`config.mk`:
```
export PLATFORM = sky130hd
export DESIGN_NAME = mtmr_reporter
export DESIGN_NICKNAME = d
export VERILOG_FILES = /design/src/mtmr_pkg.sv /design/src/mtmr_reporter.sv
export SDC_FILE = /design/constraint.sdc
export NUM_CORES = 1
export LEC_CHECK = 0
export BUFFER_PORTS_ARGS = -buffer_cell sky130_fd_sc_hd__buf_4
export CAP_MARGIN = 20
export CORE_UTILIZATION = 54
export CTS_BUF_LIST = sky130_fd_sc_hd__clkbuf_16
export CTS_CLUSTER_DIAMETER = 30
export DETAILED_ROUTE_END_ITERATION = 8
export PLACE_DENSITY_LB_ADDON = 0.3
export SLEW_MARGIN = 20
export SYNTH_ARGS = -nofsm -noshare
export SYNTH_HDL_FRONTEND = slang
export SYNTH_SLANG_ARGS = --single-unit
```
`constraint.sdc`:
```
create_clock -name clk_i -period 6.5 [get_ports clk_i]
set_input_delay 0 -clock clk_i [delete_from_list [all_inputs] [get_ports clk_i]]
set_output_delay 0 -clock clk_i [all_outputs]
set_load 0.01 [all_outputs]
```
`src/mtmr_pkg.sv`:
```
// Constants, register map and types of the magnetic track measurement reporter
// What this block does
// - Evaluate a complete new measurement set every 5 ms, a 200 Hz rate.
// - Every report carries a left and a right track data set.
// - With exactly one track, left and right sets hold identical values.
// - Two-bit strength code per track: 00 none, 01 weak, 10 medium, 11 strong.
// - Any non-zero strength is a valid track with position and angle reported.
// - Lateral position is signed millimetres from centre, negative left, positive right.
// - Each track's incidence angle is reported separately in one-degree steps.
// - A second track fills the other set; with one track both sets match again.
// - Opposite-polarity zones are markers, reported separately for left and right side.
// - The first detected marker on each side also has its lateral position reported.
// - Code decoding starts once a left or right marker appears.
// - Decoding runs while any marker is present, and captures when none remain after a both-sided closing run.
// - Codes are one to sixteen bits, built from concatenated base patterns.
// - A recognised code sets a code-available status flag and holds the value.
// - Point-source magnets are found on the marker path with X and Y reported.
// - Tracks are raised field zones, markers lowered field zones against zero level.
// - Track polarity is selectable; default north-up tracks, inverted setting swaps both.
package mtmr_pkg;

  // ----------------------------------------
  // Timing
  // ----------------------------------------
  localparam int unsigned CLK_HZ = 100_000_000;
  localparam int unsigned PERIOD_US = 5000;
  localparam int unsigned PERIOD_CYC = (CLK_HZ / 1_000_000) * PERIOD_US;

  // ----------------------------------------
  // Register byte offsets
  // ----------------------------------------
  localparam logic [7:0] ADR_CTRL = 8'h00;
  localparam logic [7:0] ADR_THR_DET = 8'h04;
  localparam logic [7:0] ADR_THR_STR = 8'h08;
  localparam logic [7:0] ADR_STATUS = 8'h0c;
  localparam logic [7:0] ADR_TRACK_L = 8'h10;
  localparam logic [7:0] ADR_TRACK_R = 8'h14;
  localparam logic [7:0] ADR_MARKERS = 8'h18;
  localparam logic [7:0] ADR_POINT = 8'h1c;
  localparam logic [7:0] ADR_CODE = 8'h20;

  // ----------------------------------------
  // Reset values
  // ----------------------------------------
  localparam logic RST_POL_INV = 1'b0;
  localparam logic [15:0] RST_TRACK_THR = 16'h0100;
  localparam logic [15:0] RST_MARK_THR = 16'h0100;
  localparam logic [15:0] RST_MED_THR = 16'h0400;
  localparam logic [15:0] RST_STRONG_THR = 16'h0800;

  // ----------------------------------------
  // Encodings
  // ----------------------------------------
  localparam logic [1:0] STR_NONE = 2'b00;
  localparam logic [1:0] STR_WEAK = 2'b01;
  localparam logic [1:0] STR_MED = 2'b10;
  localparam logic [1:0] STR_STRONG = 2'b11;
  localparam logic [1:0] KIND_NONE = 2'b00;
  localparam logic [1:0] KIND_TRACK = 2'b01;
  localparam logic [1:0] KIND_MARK = 2'b10;
  localparam logic [4:0] CODE_MAX_BITS = 5'h10;
  localparam logic [1:0] SLOTS = 2'h2;

  typedef enum logic [1:0] {
    DEC_IDLE = 2'b00,
    DEC_SIDE = 2'b01,
    DEC_BOTH = 2'b10,
    DEC_FAIL = 2'b11
  } mtmr_dec_type;

endpackage

```
`src/mtmr_reporter.sv`:
```
// Magnetic track measurement reporter with Wishbone register slave
`timescale 1ns/1ns
module mtmr_reporter #(
  parameter int PERIOD_CYCLES = mtmr_pkg::PERIOD_CYC
) (
  // Clock and reset
  input wire logic clk_i,
  input wire logic rst_i,
  // Wishbone classic slave
  input wire logic wb_cyc_i,
  input wire logic wb_stb_i,
  input wire logic wb_we_i,
  input wire logic [7:0] wb_adr_i,
  input wire logic [3:0] wb_sel_i,
  input wire logic [31:0] wb_dat_i,
  output logic [31:0] wb_dat_o,
  output logic wb_ack_o,
  // Detector front end, one field peak per pulse
  input wire logic meas_valid_i,
  input wire logic signed [15:0] meas_amp_i,
  input wire logic signed [7:0] meas_x_i,
  input wire logic signed [7:0] meas_ang_i,
  input wire logic signed [7:0] meas_y_i,
  // Status
  output logic code_avail_o,
  output logic period_tick_o
);

  localparam int CNT_W = $clog2(PERIOD_CYCLES);

  // ----------------------------------------
  // Functions
  // ----------------------------------------

  // Field sign after polarity selection
  function automatic logic signed [16:0] mtmr_eff(input logic signed [15:0] amp, input logic inv);
    logic signed [16:0] ext;
    ext = {amp[15], amp};
    mtmr_eff = inv ? -ext : ext;
  endfunction

  // Byte-lane merge of a written word
  function automatic logic [31:0] mtmr_merge(input logic [31:0] old, input logic [31:0] nw,
                                             input logic [3:0] sel);
    logic [31:0] res;
    res = old;
    for (int i = 0; i < 4; i++) begin
      if (sel[i]) begin
        res[i*8 +: 8] = nw[i*8 +: 8];
      end
    end
    mtmr_merge = res;
  endfunction

  // ----------------------------------------
  // Declarations
  // ----------------------------------------
  logic [CNT_W-1:0] cnt_reg;
  logic tick;
  logic pol_inv_reg;
  logic [15:0] track_thr_reg, mark_thr_reg, med_thr_reg, strong_thr_reg;
  logic signed [16:0] eff;
  logic [1:0] kind, str_code;
  logic [1:0] trk_n_reg, mk_n_reg, trk_base, mk_base;
  logic [1:0] trk_str_reg [0:1];
  logic signed [7:0] trk_x_reg [0:1];
  logic signed [7:0] trk_ang_reg [0:1];
  logic signed [7:0] mk_x_reg [0:1];
  logic signed [7:0] mk_y_reg [0:1];
  logic l_idx, r_idx;
  logic [1:0] nx_l_str, nx_r_str;
  logic signed [7:0] nx_l_x, nx_r_x, nx_l_ang, nx_r_ang, nx_ml_x, nx_mr_x, ref_x;
  logic nx_ml, nx_mr;
  logic [1:0] l_str_reg, r_str_reg;
  logic signed [7:0] l_x_reg, r_x_reg, l_ang_reg, r_ang_reg, ml_x_reg, mr_x_reg, pt_x_reg, pt_y_reg;
  logic ml_reg, mr_reg, pt_valid_reg;
  logic [15:0] period_cnt_reg;
  mtmr_pkg::mtmr_dec_type dec_state_reg;
  logic dec_side_reg;
  logic [15:0] dec_bits_reg, code_val_reg;
  logic [4:0] dec_cnt_reg, code_len_reg;
  logic code_done_reg;
  logic req, rd_clr;
  logic [31:0] rd_data;

  // ----------------------------------------
  // Evaluation period
  // ----------------------------------------

  assign tick = (cnt_reg == CNT_W'(PERIOD_CYCLES - 1));

  // Free-running period counter
  always_ff @(posedge clk_i) begin
    if (rst_i) begin
      cnt_reg <= '0;
    end else if (tick) begin
      cnt_reg <= '0;
    end else begin
      cnt_reg <= cnt_reg + CNT_W'(1);
    end
  end

  // Tick out, aligned with published values
  always_ff @(posedge clk_i) begin
    if (rst_i) begin
      period_tick_o <= 1'b0;
      period_cnt_reg <= '0;
    end else begin
      period_tick_o <= tick;
      period_cnt_reg <= period_cnt_reg + {15'h0000, tick};
    end
  end

  // ----------------------------------------
  // Peak classification
  // ----------------------------------------

  assign eff = mtmr_eff(meas_amp_i, pol_inv_reg);

  // raised field is track, lowered is marker
  always_comb begin
    kind = mtmr_pkg::KIND_NONE;
    if (eff > $signed({1'b0, track_thr_reg})) begin
      kind = mtmr_pkg::KIND_TRACK;
    end else if (eff < -$signed({1'b0, mark_thr_reg})) begin
      kind = mtmr_pkg::KIND_MARK;
    end
  end

  // strength grading, never zero for a track
  always_comb begin
    if (eff >= $signed({1'b0, strong_thr_reg})) begin
      str_code = mtmr_pkg::STR_STRONG;
    end else if (eff >= $signed({1'b0, med_thr_reg})) begin
      str_code = mtmr_pkg::STR_MED;
    end else begin
      str_code = mtmr_pkg::STR_WEAK;
    end
  end

  // A peak arriving on the tick belongs to the new period
  assign trk_base = tick ? 2'h0 : trk_n_reg;
  assign mk_base = tick ? 2'h0 : mk_n_reg;

  // Collect up to two tracks and two markers per period; extras are dropped
  always_ff @(posedge clk_i) begin
    if (rst_i) begin
      trk_n_reg <= '0;
      mk_n_reg <= '0;
      for (int i = 0; i < 2; i++) begin
        trk_str_reg[i] <= '0;
        trk_x_reg[i] <= '0;
        trk_ang_reg[i] <= '0;
        mk_x_reg[i] <= '0;
        mk_y_reg[i] <= '0;
      end
    end else begin
      trk_n_reg <= trk_base;
      mk_n_reg <= mk_base;
      if (meas_valid_i && kind == mtmr_pkg::KIND_TRACK && trk_base < mtmr_pkg::SLOTS) begin
        trk_str_reg[trk_base[0]] <= str_code;
        trk_x_reg[trk_base[0]] <= meas_x_i;
        trk_ang_reg[trk_base[0]] <= meas_ang_i;
        trk_n_reg <= trk_base + 2'h1;
      end
      if (meas_valid_i && kind == mtmr_pkg::KIND_MARK && mk_base < mtmr_pkg::SLOTS) begin
        mk_x_reg[mk_base[0]] <= meas_x_i;
        mk_y_reg[mk_base[0]] <= meas_y_i;
        mk_n_reg <= mk_base + 2'h1;
      end
    end
  end

  // ----------------------------------------
  // Report assembly
  // ----------------------------------------

  // leftmost track goes to the left set
  assign l_idx = (trk_n_reg == 2'h2) && (trk_x_reg[1] < trk_x_reg[0]);
  assign r_idx = (trk_n_reg == 2'h2) ? ~l_idx : l_idx;

  // both sets always built; any track has position and angle
  always_comb begin
    nx_l_str = mtmr_pkg::STR_NONE;
    nx_r_str = mtmr_pkg::STR_NONE;
    nx_l_x = '0;
    nx_r_x = '0;
    nx_l_ang = '0;
    nx_r_ang = '0;
    if (trk_n_reg != 2'h0) begin
      nx_l_str = trk_str_reg[l_idx];
      nx_r_str = trk_str_reg[r_idx];
      nx_l_x = trk_x_reg[l_idx];
      nx_r_x = trk_x_reg[r_idx];
      nx_l_ang = trk_ang_reg[l_idx];
      nx_r_ang = trk_ang_reg[r_idx];
    end
  end

  // marker side against left track, or centre with no track
  always_comb begin
    ref_x = (trk_n_reg == 2'h0) ? 8'sh00 : trk_x_reg[l_idx];
    nx_ml = 1'b0;
    nx_mr = 1'b0;
    nx_ml_x = '0;
    nx_mr_x = '0;
    for (int i = 0; i < 2; i++) begin
      if (2'(i) < mk_n_reg) begin
        // first marker on each side gives its position
        if (mk_x_reg[i] < ref_x) begin
          if (!nx_ml) begin
            nx_ml_x = mk_x_reg[i];
          end
          nx_ml = 1'b1;
        end else begin
          if (!nx_mr) begin
            nx_mr_x = mk_x_reg[i];
          end
          nx_mr = 1'b1;
        end
      end
    end
  end

  // every published value changes on the same edge
  always_ff @(posedge clk_i) begin
    if (rst_i) begin
      l_str_reg <= mtmr_pkg::STR_NONE;
      r_str_reg <= mtmr_pkg::STR_NONE;
      l_x_reg <= '0;
      r_x_reg <= '0;
      l_ang_reg <= '0;
      r_ang_reg <= '0;
      ml_reg <= 1'b0;
      mr_reg <= 1'b0;
      ml_x_reg <= '0;
      mr_x_reg <= '0;
      pt_valid_reg <= 1'b0;
      pt_x_reg <= '0;
      pt_y_reg <= '0;
    end else if (tick) begin
      // signed mm; whole degrees per track
      l_str_reg <= nx_l_str;
      r_str_reg <= nx_r_str;
      l_x_reg <= nx_l_x;
      r_x_reg <= nx_r_x;
      l_ang_reg <= nx_l_ang;
      r_ang_reg <= nx_r_ang;
      ml_reg <= nx_ml;
      mr_reg <= nx_mr;
      ml_x_reg <= nx_ml_x;
      mr_x_reg <= nx_mr_x;
      // point source seen on the marker path, X and Y
      pt_valid_reg <= (mk_n_reg != 2'h0);
      pt_x_reg <= mk_x_reg[0];
      pt_y_reg <= mk_y_reg[0];
    end
  end

  // ----------------------------------------
  // Coded marker decoder
  // ----------------------------------------

  // One bit is a one-sided marker run (left 1, right 0) closed by a both-sided run
  always_ff @(posedge clk_i) begin
    if (rst_i) begin
      dec_state_reg <= mtmr_pkg::DEC_IDLE;
      dec_side_reg <= 1'b0;
      dec_bits_reg <= '0;
      dec_cnt_reg <= '0;
      code_val_reg <= '0;
      code_len_reg <= '0;
      code_done_reg <= 1'b0;
    end else begin
      code_done_reg <= 1'b0;
      if (period_tick_o) begin
        case (dec_state_reg)
          mtmr_pkg::DEC_IDLE: begin
            if (ml_reg ^ mr_reg) begin
              dec_state_reg <= mtmr_pkg::DEC_SIDE;
              dec_side_reg <= ml_reg;
              dec_bits_reg <= '0;
              dec_cnt_reg <= '0;
            end else if (ml_reg & mr_reg) begin
              dec_state_reg <= mtmr_pkg::DEC_FAIL;
            end
          end
          mtmr_pkg::DEC_SIDE: begin
            if (ml_reg & mr_reg) begin
              // at most sixteen bits, shifted in order
              if (dec_cnt_reg == mtmr_pkg::CODE_MAX_BITS) begin
                dec_state_reg <= mtmr_pkg::DEC_FAIL;
              end else begin
                dec_state_reg <= mtmr_pkg::DEC_BOTH;
                dec_bits_reg <= {dec_bits_reg[14:0], dec_side_reg};
                dec_cnt_reg <= dec_cnt_reg + 5'h01;
              end
            end else if (!ml_reg && !mr_reg) begin
              dec_state_reg <= mtmr_pkg::DEC_IDLE;
            end else if (ml_reg != dec_side_reg) begin
              // side swap without a closing run
              dec_state_reg <= mtmr_pkg::DEC_FAIL;
            end
          end
          mtmr_pkg::DEC_BOTH: begin
            if (!ml_reg && !mr_reg) begin
              dec_state_reg <= mtmr_pkg::DEC_IDLE;
              code_val_reg <= dec_bits_reg;
              code_len_reg <= dec_cnt_reg;
              code_done_reg <= 1'b1;
            end else if (ml_reg ^ mr_reg) begin
              dec_state_reg <= mtmr_pkg::DEC_SIDE;
              dec_side_reg <= ml_reg;
            end
          end
          mtmr_pkg::DEC_FAIL: begin
            if (!ml_reg && !mr_reg) begin
              dec_state_reg <= mtmr_pkg::DEC_IDLE;
            end
          end
          default: begin
            dec_state_reg <= mtmr_pkg::DEC_IDLE;
          end
        endcase
      end
    end
  end

  // sticky flag, a new code wins over the read clear
  always_ff @(posedge clk_i) begin
    if (rst_i) begin
      code_avail_o <= 1'b0;
    end else begin
      code_avail_o <= code_done_reg | (code_avail_o & ~rd_clr);
    end
  end

  // ----------------------------------------
  // Wishbone slave
  // ----------------------------------------
  assign req = wb_cyc_i & wb_stb_i & ~wb_ack_o;
  // reading the code word clears the flag
  assign rd_clr = req & ~wb_we_i & ({wb_adr_i[7:2], 2'b00} == mtmr_pkg::ADR_CODE);

  // Read mux; unmapped words read zero
  always_comb begin
    case ({wb_adr_i[7:2], 2'b00})
      mtmr_pkg::ADR_CTRL: rd_data = {31'h0, pol_inv_reg};
      mtmr_pkg::ADR_THR_DET: rd_data = {mark_thr_reg, track_thr_reg};
      mtmr_pkg::ADR_THR_STR: rd_data = {strong_thr_reg, med_thr_reg};
      mtmr_pkg::ADR_STATUS: rd_data = {period_cnt_reg, 8'h00, pt_valid_reg, mr_reg, ml_reg,
                                       r_str_reg, l_str_reg, code_avail_o};
      mtmr_pkg::ADR_TRACK_L: rd_data = {8'h00, l_ang_reg, l_x_reg, 6'h00, l_str_reg};
      mtmr_pkg::ADR_TRACK_R: rd_data = {8'h00, r_ang_reg, r_x_reg, 6'h00, r_str_reg};
      mtmr_pkg::ADR_MARKERS: rd_data = {8'h00, mr_x_reg, ml_x_reg, 6'h00, mr_reg, ml_reg};
      mtmr_pkg::ADR_POINT: rd_data = {15'h0000, pt_valid_reg, pt_y_reg, pt_x_reg};
      mtmr_pkg::ADR_CODE: rd_data = {11'h000, code_len_reg, code_val_reg};
      default: rd_data = 32'h0000_0000;
    endcase
  end

  // One wait-free cycle: ack and data one edge after the request
  always_ff @(posedge clk_i) begin
    if (rst_i) begin
      wb_ack_o <= 1'b0;
      wb_dat_o <= '0;
    end else begin
      wb_ack_o <= req;
      wb_dat_o <= (req & ~wb_we_i) ? rd_data : 32'h0000_0000;
    end
  end

  // Writable configuration with byte lanes
  always_ff @(posedge clk_i) begin
    if (rst_i) begin
      pol_inv_reg <= mtmr_pkg::RST_POL_INV;
      track_thr_reg <= mtmr_pkg::RST_TRACK_THR;
      mark_thr_reg <= mtmr_pkg::RST_MARK_THR;
      med_thr_reg <= mtmr_pkg::RST_MED_THR;
      strong_thr_reg <= mtmr_pkg::RST_STRONG_THR;
    end else if (req & wb_we_i) begin
      case ({wb_adr_i[7:2], 2'b00})
        mtmr_pkg::ADR_CTRL: begin
          if (wb_sel_i[0]) begin
            pol_inv_reg <= wb_dat_i[0];
          end
        end
        mtmr_pkg::ADR_THR_DET: begin
          {mark_thr_reg, track_thr_reg} <= mtmr_merge({mark_thr_reg, track_thr_reg}, wb_dat_i, wb_sel_i);
        end
        mtmr_pkg::ADR_THR_STR: begin
          {strong_thr_reg, med_thr_reg} <= mtmr_merge({strong_thr_reg, med_thr_reg}, wb_dat_i, wb_sel_i);
        end
        default: begin
        end
      endcase
    end
  end

endmodule

```
==> flow_summary.yaml, run 1 <==
place:
  gp_congestion: 0.9330
  dpl_cell_area_um2: 16880
  dpl.hpwl_um: 31560
  dp.cells: 2190
  numPortBuffers: 122
sta:
  slew_headroom_pct: 28.40
  fmax_mhz: 203.4
  setup_violations: 0
  fin_crit_sh_pct: 75.64
  tightest_slew_ns: 1.069
  fin_hold_ws_ns: 0.05935
  slew_viol_final: 0
  final_hold_viol_count: 0
  totalNegativeSetupSlack_ns: 0
  fin_skew_ns: 0.02380
  min_period_ns: 4.917
  rsz0062_at_grt: "no"
worst_setup_path:
  cpMaxStageDelayCell: "a31oi_1"
  worstPathMaxFanout: 20
  startpoint_type: "flop"
  path_delay_family: "simple AND/OR/NAND/NOR gates"
  cp-end-kind: "flop"
  criticalPathCategory: "reg -> reg"
  worstPathCellList: "or4_1 -> or4_1 -> nor2_1 -> nand2_1 -> nor3_1 -> xor2_1 -> ha_1 -> nand4_1 -> a2111oi_0 -> o21ai_0 -> a31oi_1 -> nor3_1 -> buf_4 -> a21o_1"
  arrival_ns: 5.13
  cp.buffers_inverters: 1
  cp.required_ns: 6.71
  critPathMaxStageDelay_ns: 0.79
yosys:
  syn_area_per_cell_um2: 8.912
  synth_async_sr_flop_share_pct: 0
  synth_fp_nets: 1956
  yosysSeqAreaShare_pct: 43.91
  syn_area_um2: 15770
  synth-edff-count: 60
  synth_seq_cells: 316
  yosys_warnings: 0
  ys_types: 70
  yosys_most_used_dff: "dfxtp_1"
  syn_inst: 1770
finish:
  n_antenna_cell: 0
  drive_gt1_share_pct: 14.30
  area_growth_syn_to_layout_pct: 26.86
  layoutNonFillerInstCount: 2391
  final_cell_area_um2: 20010
  nets: 2140
  largest_reg_flops: 32
clock_tree:
  htreeDepth: 3
  clk_pin_slew_ns: 0.05
  numCtsBuffers: 68
  cts_root_buf: "clkbuf_16"
  cts.sinks: 316
  hold_buffers: 78
  cts_setup_buffers: 0
  cts_resized: 0
  cts.path.max_buffers: 3
  cts_tree: "yes"
  clock_latency_ns: 0.55
floorplanning:
  ios: 125
  fp-row-count: 62
  die_area_um2: 29900
  core_um2: 28700
  die_h_um: 172.9
  die_w_um: 172.9
  start_util_pct: 54.96
drt:
  dr.pass1.iters: 6
  topRoutingLayerUsed: "met4"
  wl_per_cell_um: 19.43
  vias: 14200
  via_per_inst: 5.938
  wl_met1_um: 19300
  wl_met3_um: 3854
  wl_met2_um: 21180
  wirelength_um: 46460
  drc: 0
  ant_nets: 0
  drt-initial-drc-count: 1436
power_and_ir_drop:
  combPwrFrac_pct: 5.4
  leakagePower_nw: 7.953
  seq_power_share_pct: 35.0
  p_sw_w: 0.001335
  power_w: 0.005866
  ir_drop_mv: 0.2433
  clockPowerShare_pct: 59.6
  p_int_w: 0.004530
  swShare_pct: 22.77
  powerDensity_nw_per_um2: 293.1
grt:
  grt_pass1_vias: 13600
  antenna_found_initial: 0
  grt_pass1_wl_um: 72970
  gr-usage-all-layers_pct: 30.70
  grt_max_degree: 81
  overflow: 0
hold_path:
  hold_path.class: "in -> reg"
outcome:
  status: "complete, no violations"
flow_run:
  cap_violations: 0
layout by cell type (no fill, tap or decap), types with 10 or more instances in the layout:
cell             n
mux2_2          12
a22oi_1         50
o21ai_0         67
and2_1          64
edfxtp_1        60
buf_4          138
ha_1            96
xnor2_1         26
a221o_1         18
clkbuf_16       72
nand2_1        237
dfxtp_1        256
nor2_1         129
nor2b_1         12
inv_1           85
a21oi_1        138
nand3_1         85
a31oi_1         20
nand4_1         16
a21o_1          16
nor3_1          18
dlygate4sd3_1   78
xor2_1          38
nand2b_1        10
mux2i_1         67
and3_1          37
or2_2           10
cell usage after synthesis (19+ instances only):
cell / number / area [um^2]
dfxtp_1: 256 / 5125
nand2_1: 237 / 889.6
a21oi_1: 138 / 690.7
nor2_1: 130 / 488.0
ha_1: 96 / 1201
nand3_1: 85 / 425.4
clkbuf_1: 82 / 307.8
inv_1: 77 / 289.0
o21ai_0: 68 / 340.3
mux2i_1: 67 / 670.6
and2_1: 64 / 400.4
edfxtp_1: 60 / 1802
a22oi_1: 50 / 375.4
xor2_1: 38 / 332.8
and3_1: 37 / 231.5
xnor2_1: 26 / 227.7
a31oi_1: 20 / 125.1
nor3_1: 19 / 95.09
metal layers:
layer | up-vias | track usage (%)
li1 | 6631 | -
met1 | 6715 | 39.28
met2 | 678 | 49.80
met3 | 173 | 6.420
met4 | 0 | 14.20
met5 | - | 0
worst paths after layout:
path	start	to	slack, ns	cells past startpoint
setup reg to reg	mark_thr_reg[2]$_SDFFE_PP0P_	mk_y_reg[0][1]$_SDFFCE_PN0P_	1.58	14
hold / removal	wb_adr_i[4]	wb_dat_o[23]$_SDFF_PP0_	0.06	4
hold reg to reg	code_done_reg$_SDFF_PP0_	code_avail_o$_SDFF_PP0_	0.43	2
setup / recovery	mark_thr_reg[2]$_SDFFE_PP0P_	mk_y_reg[0][1]$_SDFFCE_PN0P_	1.58	14
logic make-up after synthesis:
kind of cell	share of synthesized area, %
xor gates and xnor gates	3.554
buffers and inverters	4.680
AOI/OAI and AO/OA	14.79
muxes	5.251
DFF	43.91
and+or+nand+nor	20.20
adders and majority gates	7.615
power by group through the flow:
stage               clock, W  sequential (W)  combinational, W
global placement           0         0.00209          0.000268
finish               0.00350         0.00205          0.000318
floorplan                  0         0.00208          0.000168
CTS                  0.00351         0.00205          0.000311
detailed placement         0         0.00209          0.000277
global route         0.00363         0.00205          0.000344
through the flow:
step | utilization, % | setup slack (ns)
after global placement | 58.75 | 1.702
after floorplan | - | 2.178
final | 69.72 | 1.583
after global routing | 69.72 | 1.196
after CTS | 69.69 | 1.632
after detailed placement | 58.80 | 1.641
cell type report:
cell class                      count  area (um^2)
Inverter                           77        289.0
Timing Repair Buffer              217         1828
Fill cell                        2165         8692
Clock inverter                     51        545.5
Multi-Input combinational cell   1274         8139
Clock buffer                       72         1802
Tap cell                          384        480.5
Sequential cell                   316         6927
tightest hold or removal path, delay by kind of cell:
kind                   cells  cell delay, ns
AOI/OAI and AO/OA          1            0.20
buffers and inverters      1            0.11
and+or+nand+nor            2            0.23
Power figures use the tool's default switching activity.
==> run 2, diff against run 1 <==
--- a/config.mk
+++ b/config.mk
@@ -5,6 +5,7 @@
 export SDC_FILE = /design/constraint.sdc
 export NUM_CORES = 1
 export LEC_CHECK = 0
+export ABC_AREA = 1
 export BUFFER_PORTS_ARGS = -buffer_cell sky130_fd_sc_hd__buf_4
 export CAP_MARGIN = 20
 export CORE_UTILIZATION = 54
==> constraint.sdc (replaced) <==
create_clock -name clk_i -period 4.95 [get_ports clk_i]
set_input_delay 0 -clock clk_i [delete_from_list [all_inputs] [get_ports clk_i]]
set_output_delay 0 -clock clk_i [all_outputs]
set_load 0.01 [all_outputs]
==> run 2 against run 1 <==
Sequential cell count unchanged. Sequential share of layout area down 0.51 points. Worst hold slack better by 0.013 ns. Worst setup slack worse by 1.1 ns. Synthesized cell count up 15%. First-iteration DRC count up 9.3%. Non-clock buffer count unchanged. Maximum frequency up 8.9%. Largest power group unchanged. Power up 37%. Combinational power up 53%.
==> flow_summary.yaml, run 2 <==
worst_setup_path:
  worstPathMaxFanout: 10
  startpoint: "mark_thr_reg[1]$_SDFFE_PP0P_"
  arrival_ns: 4.75
  startpoint_type: "flop"
  cp.required_ns: 5.18
  worstPathCellList: "nor3_1 -> nand3_1 -> nor3_1 -> nand2_1 -> nor3_1 -> nand2_1 -> nor2_1 -> nand3_1 -> xor2_1 -> ha_1 -> nand2_1 -> inv_1 -> nand3_1 -> nor3_1 -> o2111ai_1 -> nand3_1 -> xnor2_1 -> nor2_2 -> nand3_4 -> nand2_2"
  r2r-start: "mark_thr_reg[1]$_SDFFE_PP0P_"
  cp-end-kind: "flop"
  cpMaxStageDelayCell: "nor3_1"
  criticalPathCategory: "reg -> reg"
  critPathMaxStageDelay_ns: 0.33
clock_tree:
  clock_latency_ns: 0.57
  cts.path.max_buffers: 3
  cts.sinks: 316
  htreeDepth: 3
  numCtsBuffers: 72
  cts_tree: "yes"
  cts_setup_buffers: 0
  cts_root_buf: "clkbuf_16"
  clk_pin_slew_ns: 0.05
drt:
  drt-initial-drc-count: 1569
  ant_nets: 0
  wirelength_um: 50030
  dr.pass1.iters: 6
  vias: 15420
  via_per_inst: 5.751
  drc: 0
  wl_per_cell_um: 18.66
finish:
  fillers: 2228
  nets: 2428
  seq_area_um2: 6927
  largest_reg_flops: 32
  drive_gt1_share_pct: 14.16
  area_growth_syn_to_layout_pct: 28.32
  final_cell_mix: "nand2_1 (362), inv_1 (269), dfxtp_1 (256)"
  layout_commonest_cell: "nand2_1"
  layoutNonFillerInstCount: 2681
  multi_input_comb_area_um2: 7565
yosys:
  syn_inst: 2029
  yosysSeqAreaShare_pct: 43.76
  synth_fp_nets: 2215
  yosysMostFrequentCell: "nand2_1"
  synth_area_leaders: "dfxtp_1 (32%), edfxtp_1 (11%), nand2_1 (8.6%)"
  syn_area_per_cell_um2: 7.801
  synth-edff-count: 60
  synth_top_area_share_pct: 32.38
  syn_area_um2: 15830
  yosys_warnings: 0
  synth_top_area_cell: "dfxtp_1"
  synth_seq_cells: 316
  yosys_most_used_dff: "dfxtp_1"
  synthTopCellsByCount: "nand2_1 (364), inv_1 (266), dfxtp_1 (256), nor2_1 (215), a21oi_1 (162)"
  synth_async_sr_flop_share_pct: 0
  ys_types: 51
sta:
  rsz0062_at_grt: "no"
  slew_viol_final: 0
  min_period_ns: 4.516
  fin_crit_sh_pct: 91.23
  final_hold_viol_count: 0
  fmax_mhz: 221.4
  totalNegativeSetupSlack_ns: 0
  setup_violations: 0
  slew_headroom_pct: 25.03
  tightest_slew_ns: 1.123
  fin_skew_ns: 0.02238
floorplanning:
  core_um2: 28780
  die_w_um: 173.2
  start_util_pct: 55.00
  die_h_um: 173.2
  ios: 125
  fp-row-count: 62
  die_area_um2: 30000
grt:
  grt_pass1_wl_um: 78360
  gr-usage-all-layers_pct: 33.32
  grt_pass1_vias: 14880
  grt_max_degree: 103
  overflow: 0
  antenna_found_initial: 4
place:
  dpl.hpwl_um: 34280
  dp.cells: 2486
  numPortBuffers: 122
  gp_congestion: 0.9466
flow_run:
  cap_violations: 0
outcome:
  status: "complete, no violations"
hold_path:
  min_from: "wb_adr_i[4]"
  hold_path.class: "in -> reg"
power_and_ir_drop:
  leakagePower_nw: 8.773
  power_w: 0.008032
  ir_drop_mv: 0.2914
  powerDensity_nw_per_um2: 395.5
## run 2: cell types whose count changed after synthesis, sizes merged, moves of 19 or more
cell     previous run  this run
a221oi              8        28
nand4              16        35
a22oi              50         4
o22ai               1        34
o21ai              70       156
inv                77       276
a21oi             138       162
and3               38         0
nand2             237       374
and2               68         0
nor2              130       227
o2111ai             1        30
mux2i              67         0
## run 2: per-stage QoR
step,hold slack [ns],instance area (um^2),worst slack [ns],utilization (%)
5_1_grt,0.07926,20310,0.1003,70.57
3_3_place_gp,0.2692,17150,0.5932,59.59
6_report,0.07207,20310,0.4341,70.58
3_5_place_dp,0.2807,17150,0.4411,59.59
4_1_cts,0.05337,20300,0.4166,70.54
2_1_floorplan,0.1349,15830,1.032,-
## run 2: kinds of logic (layout without fill, tap and decap cells)
logic type,count (synthesis),in the layout,synth area share (%)
compound gates,458,458,17.01
xor+xnor,34,34,1.881
fa+ha+maj,96,96,7.588
buf+inv,358,624,8.624
flops,316,316,43.76
other cells,0,2,0
simple gates,767,767,21.14
## run 2: final timing paths
path                                                      to  slack (ns)  depth (start not counted)
worst min register to register       code_avail_o$_SDFF_PP0_        0.43                          2
worst min-delay path                  wb_dat_o[5]$_SDFF_PP0_        0.07                          5
worst max-delay path            mk_x_reg[1][0]$_SDFFCE_PN0P_        0.43                         20
worst max register to register  mk_x_reg[1][0]$_SDFFCE_PN0P_        0.43                         20
## run 2: worst max-delay path: cells and delay by family, from the launching register on
family	cells	cell delay, ns
AND/OR/NAND/NOR	15	2.98
adder cells (fa/ha/maj)	1	0.28
XOR/XNOR	2	0.37
buffers and inverters	1	0.08
flip-flops	1	0.32
AO/OA/AOI/OAI	1	0.18
## run 2: layout make-up
type                       instances  area share (%)
multi-input combinational       1355           37.24
clock buffer                      74           9.117
sequential                       316           34.10
timing repair buffer             217           8.833
inverter                         280           5.174
tap                              384           2.365
antenna                            2         0.02464
clock inverter                    53           3.142
## run 2: routing by layer
metal | vias to the layer above | wire length (um) | part of all wire [%] | GRT usage (%)
met4 | 4 | 2594 | 5.2 | 17.99
met2 | 727 | 22380 | 45 | 51.98
met1 | 7202 | 20140 | 40 | 41.42
met3 | 193 | 4885 | 9.8 | 10.00
met5 | - | 29 | 0.058 | 0
li1 | 7293 | - | - | -
## run 2: power breakdown
group	switching, W	internal [W]
sequential	0.0000157	0.00266
clock	0.00156	0.00331
combinational	0.000300	0.000188
total	0.00188	0.00616
## run 2: repair_timing
item	CTS	global route
endpoints found under the hold margin	151	0
gates resized for setup	0	1
hold buffers	66	0
endpoints found under the setup margin	0	9
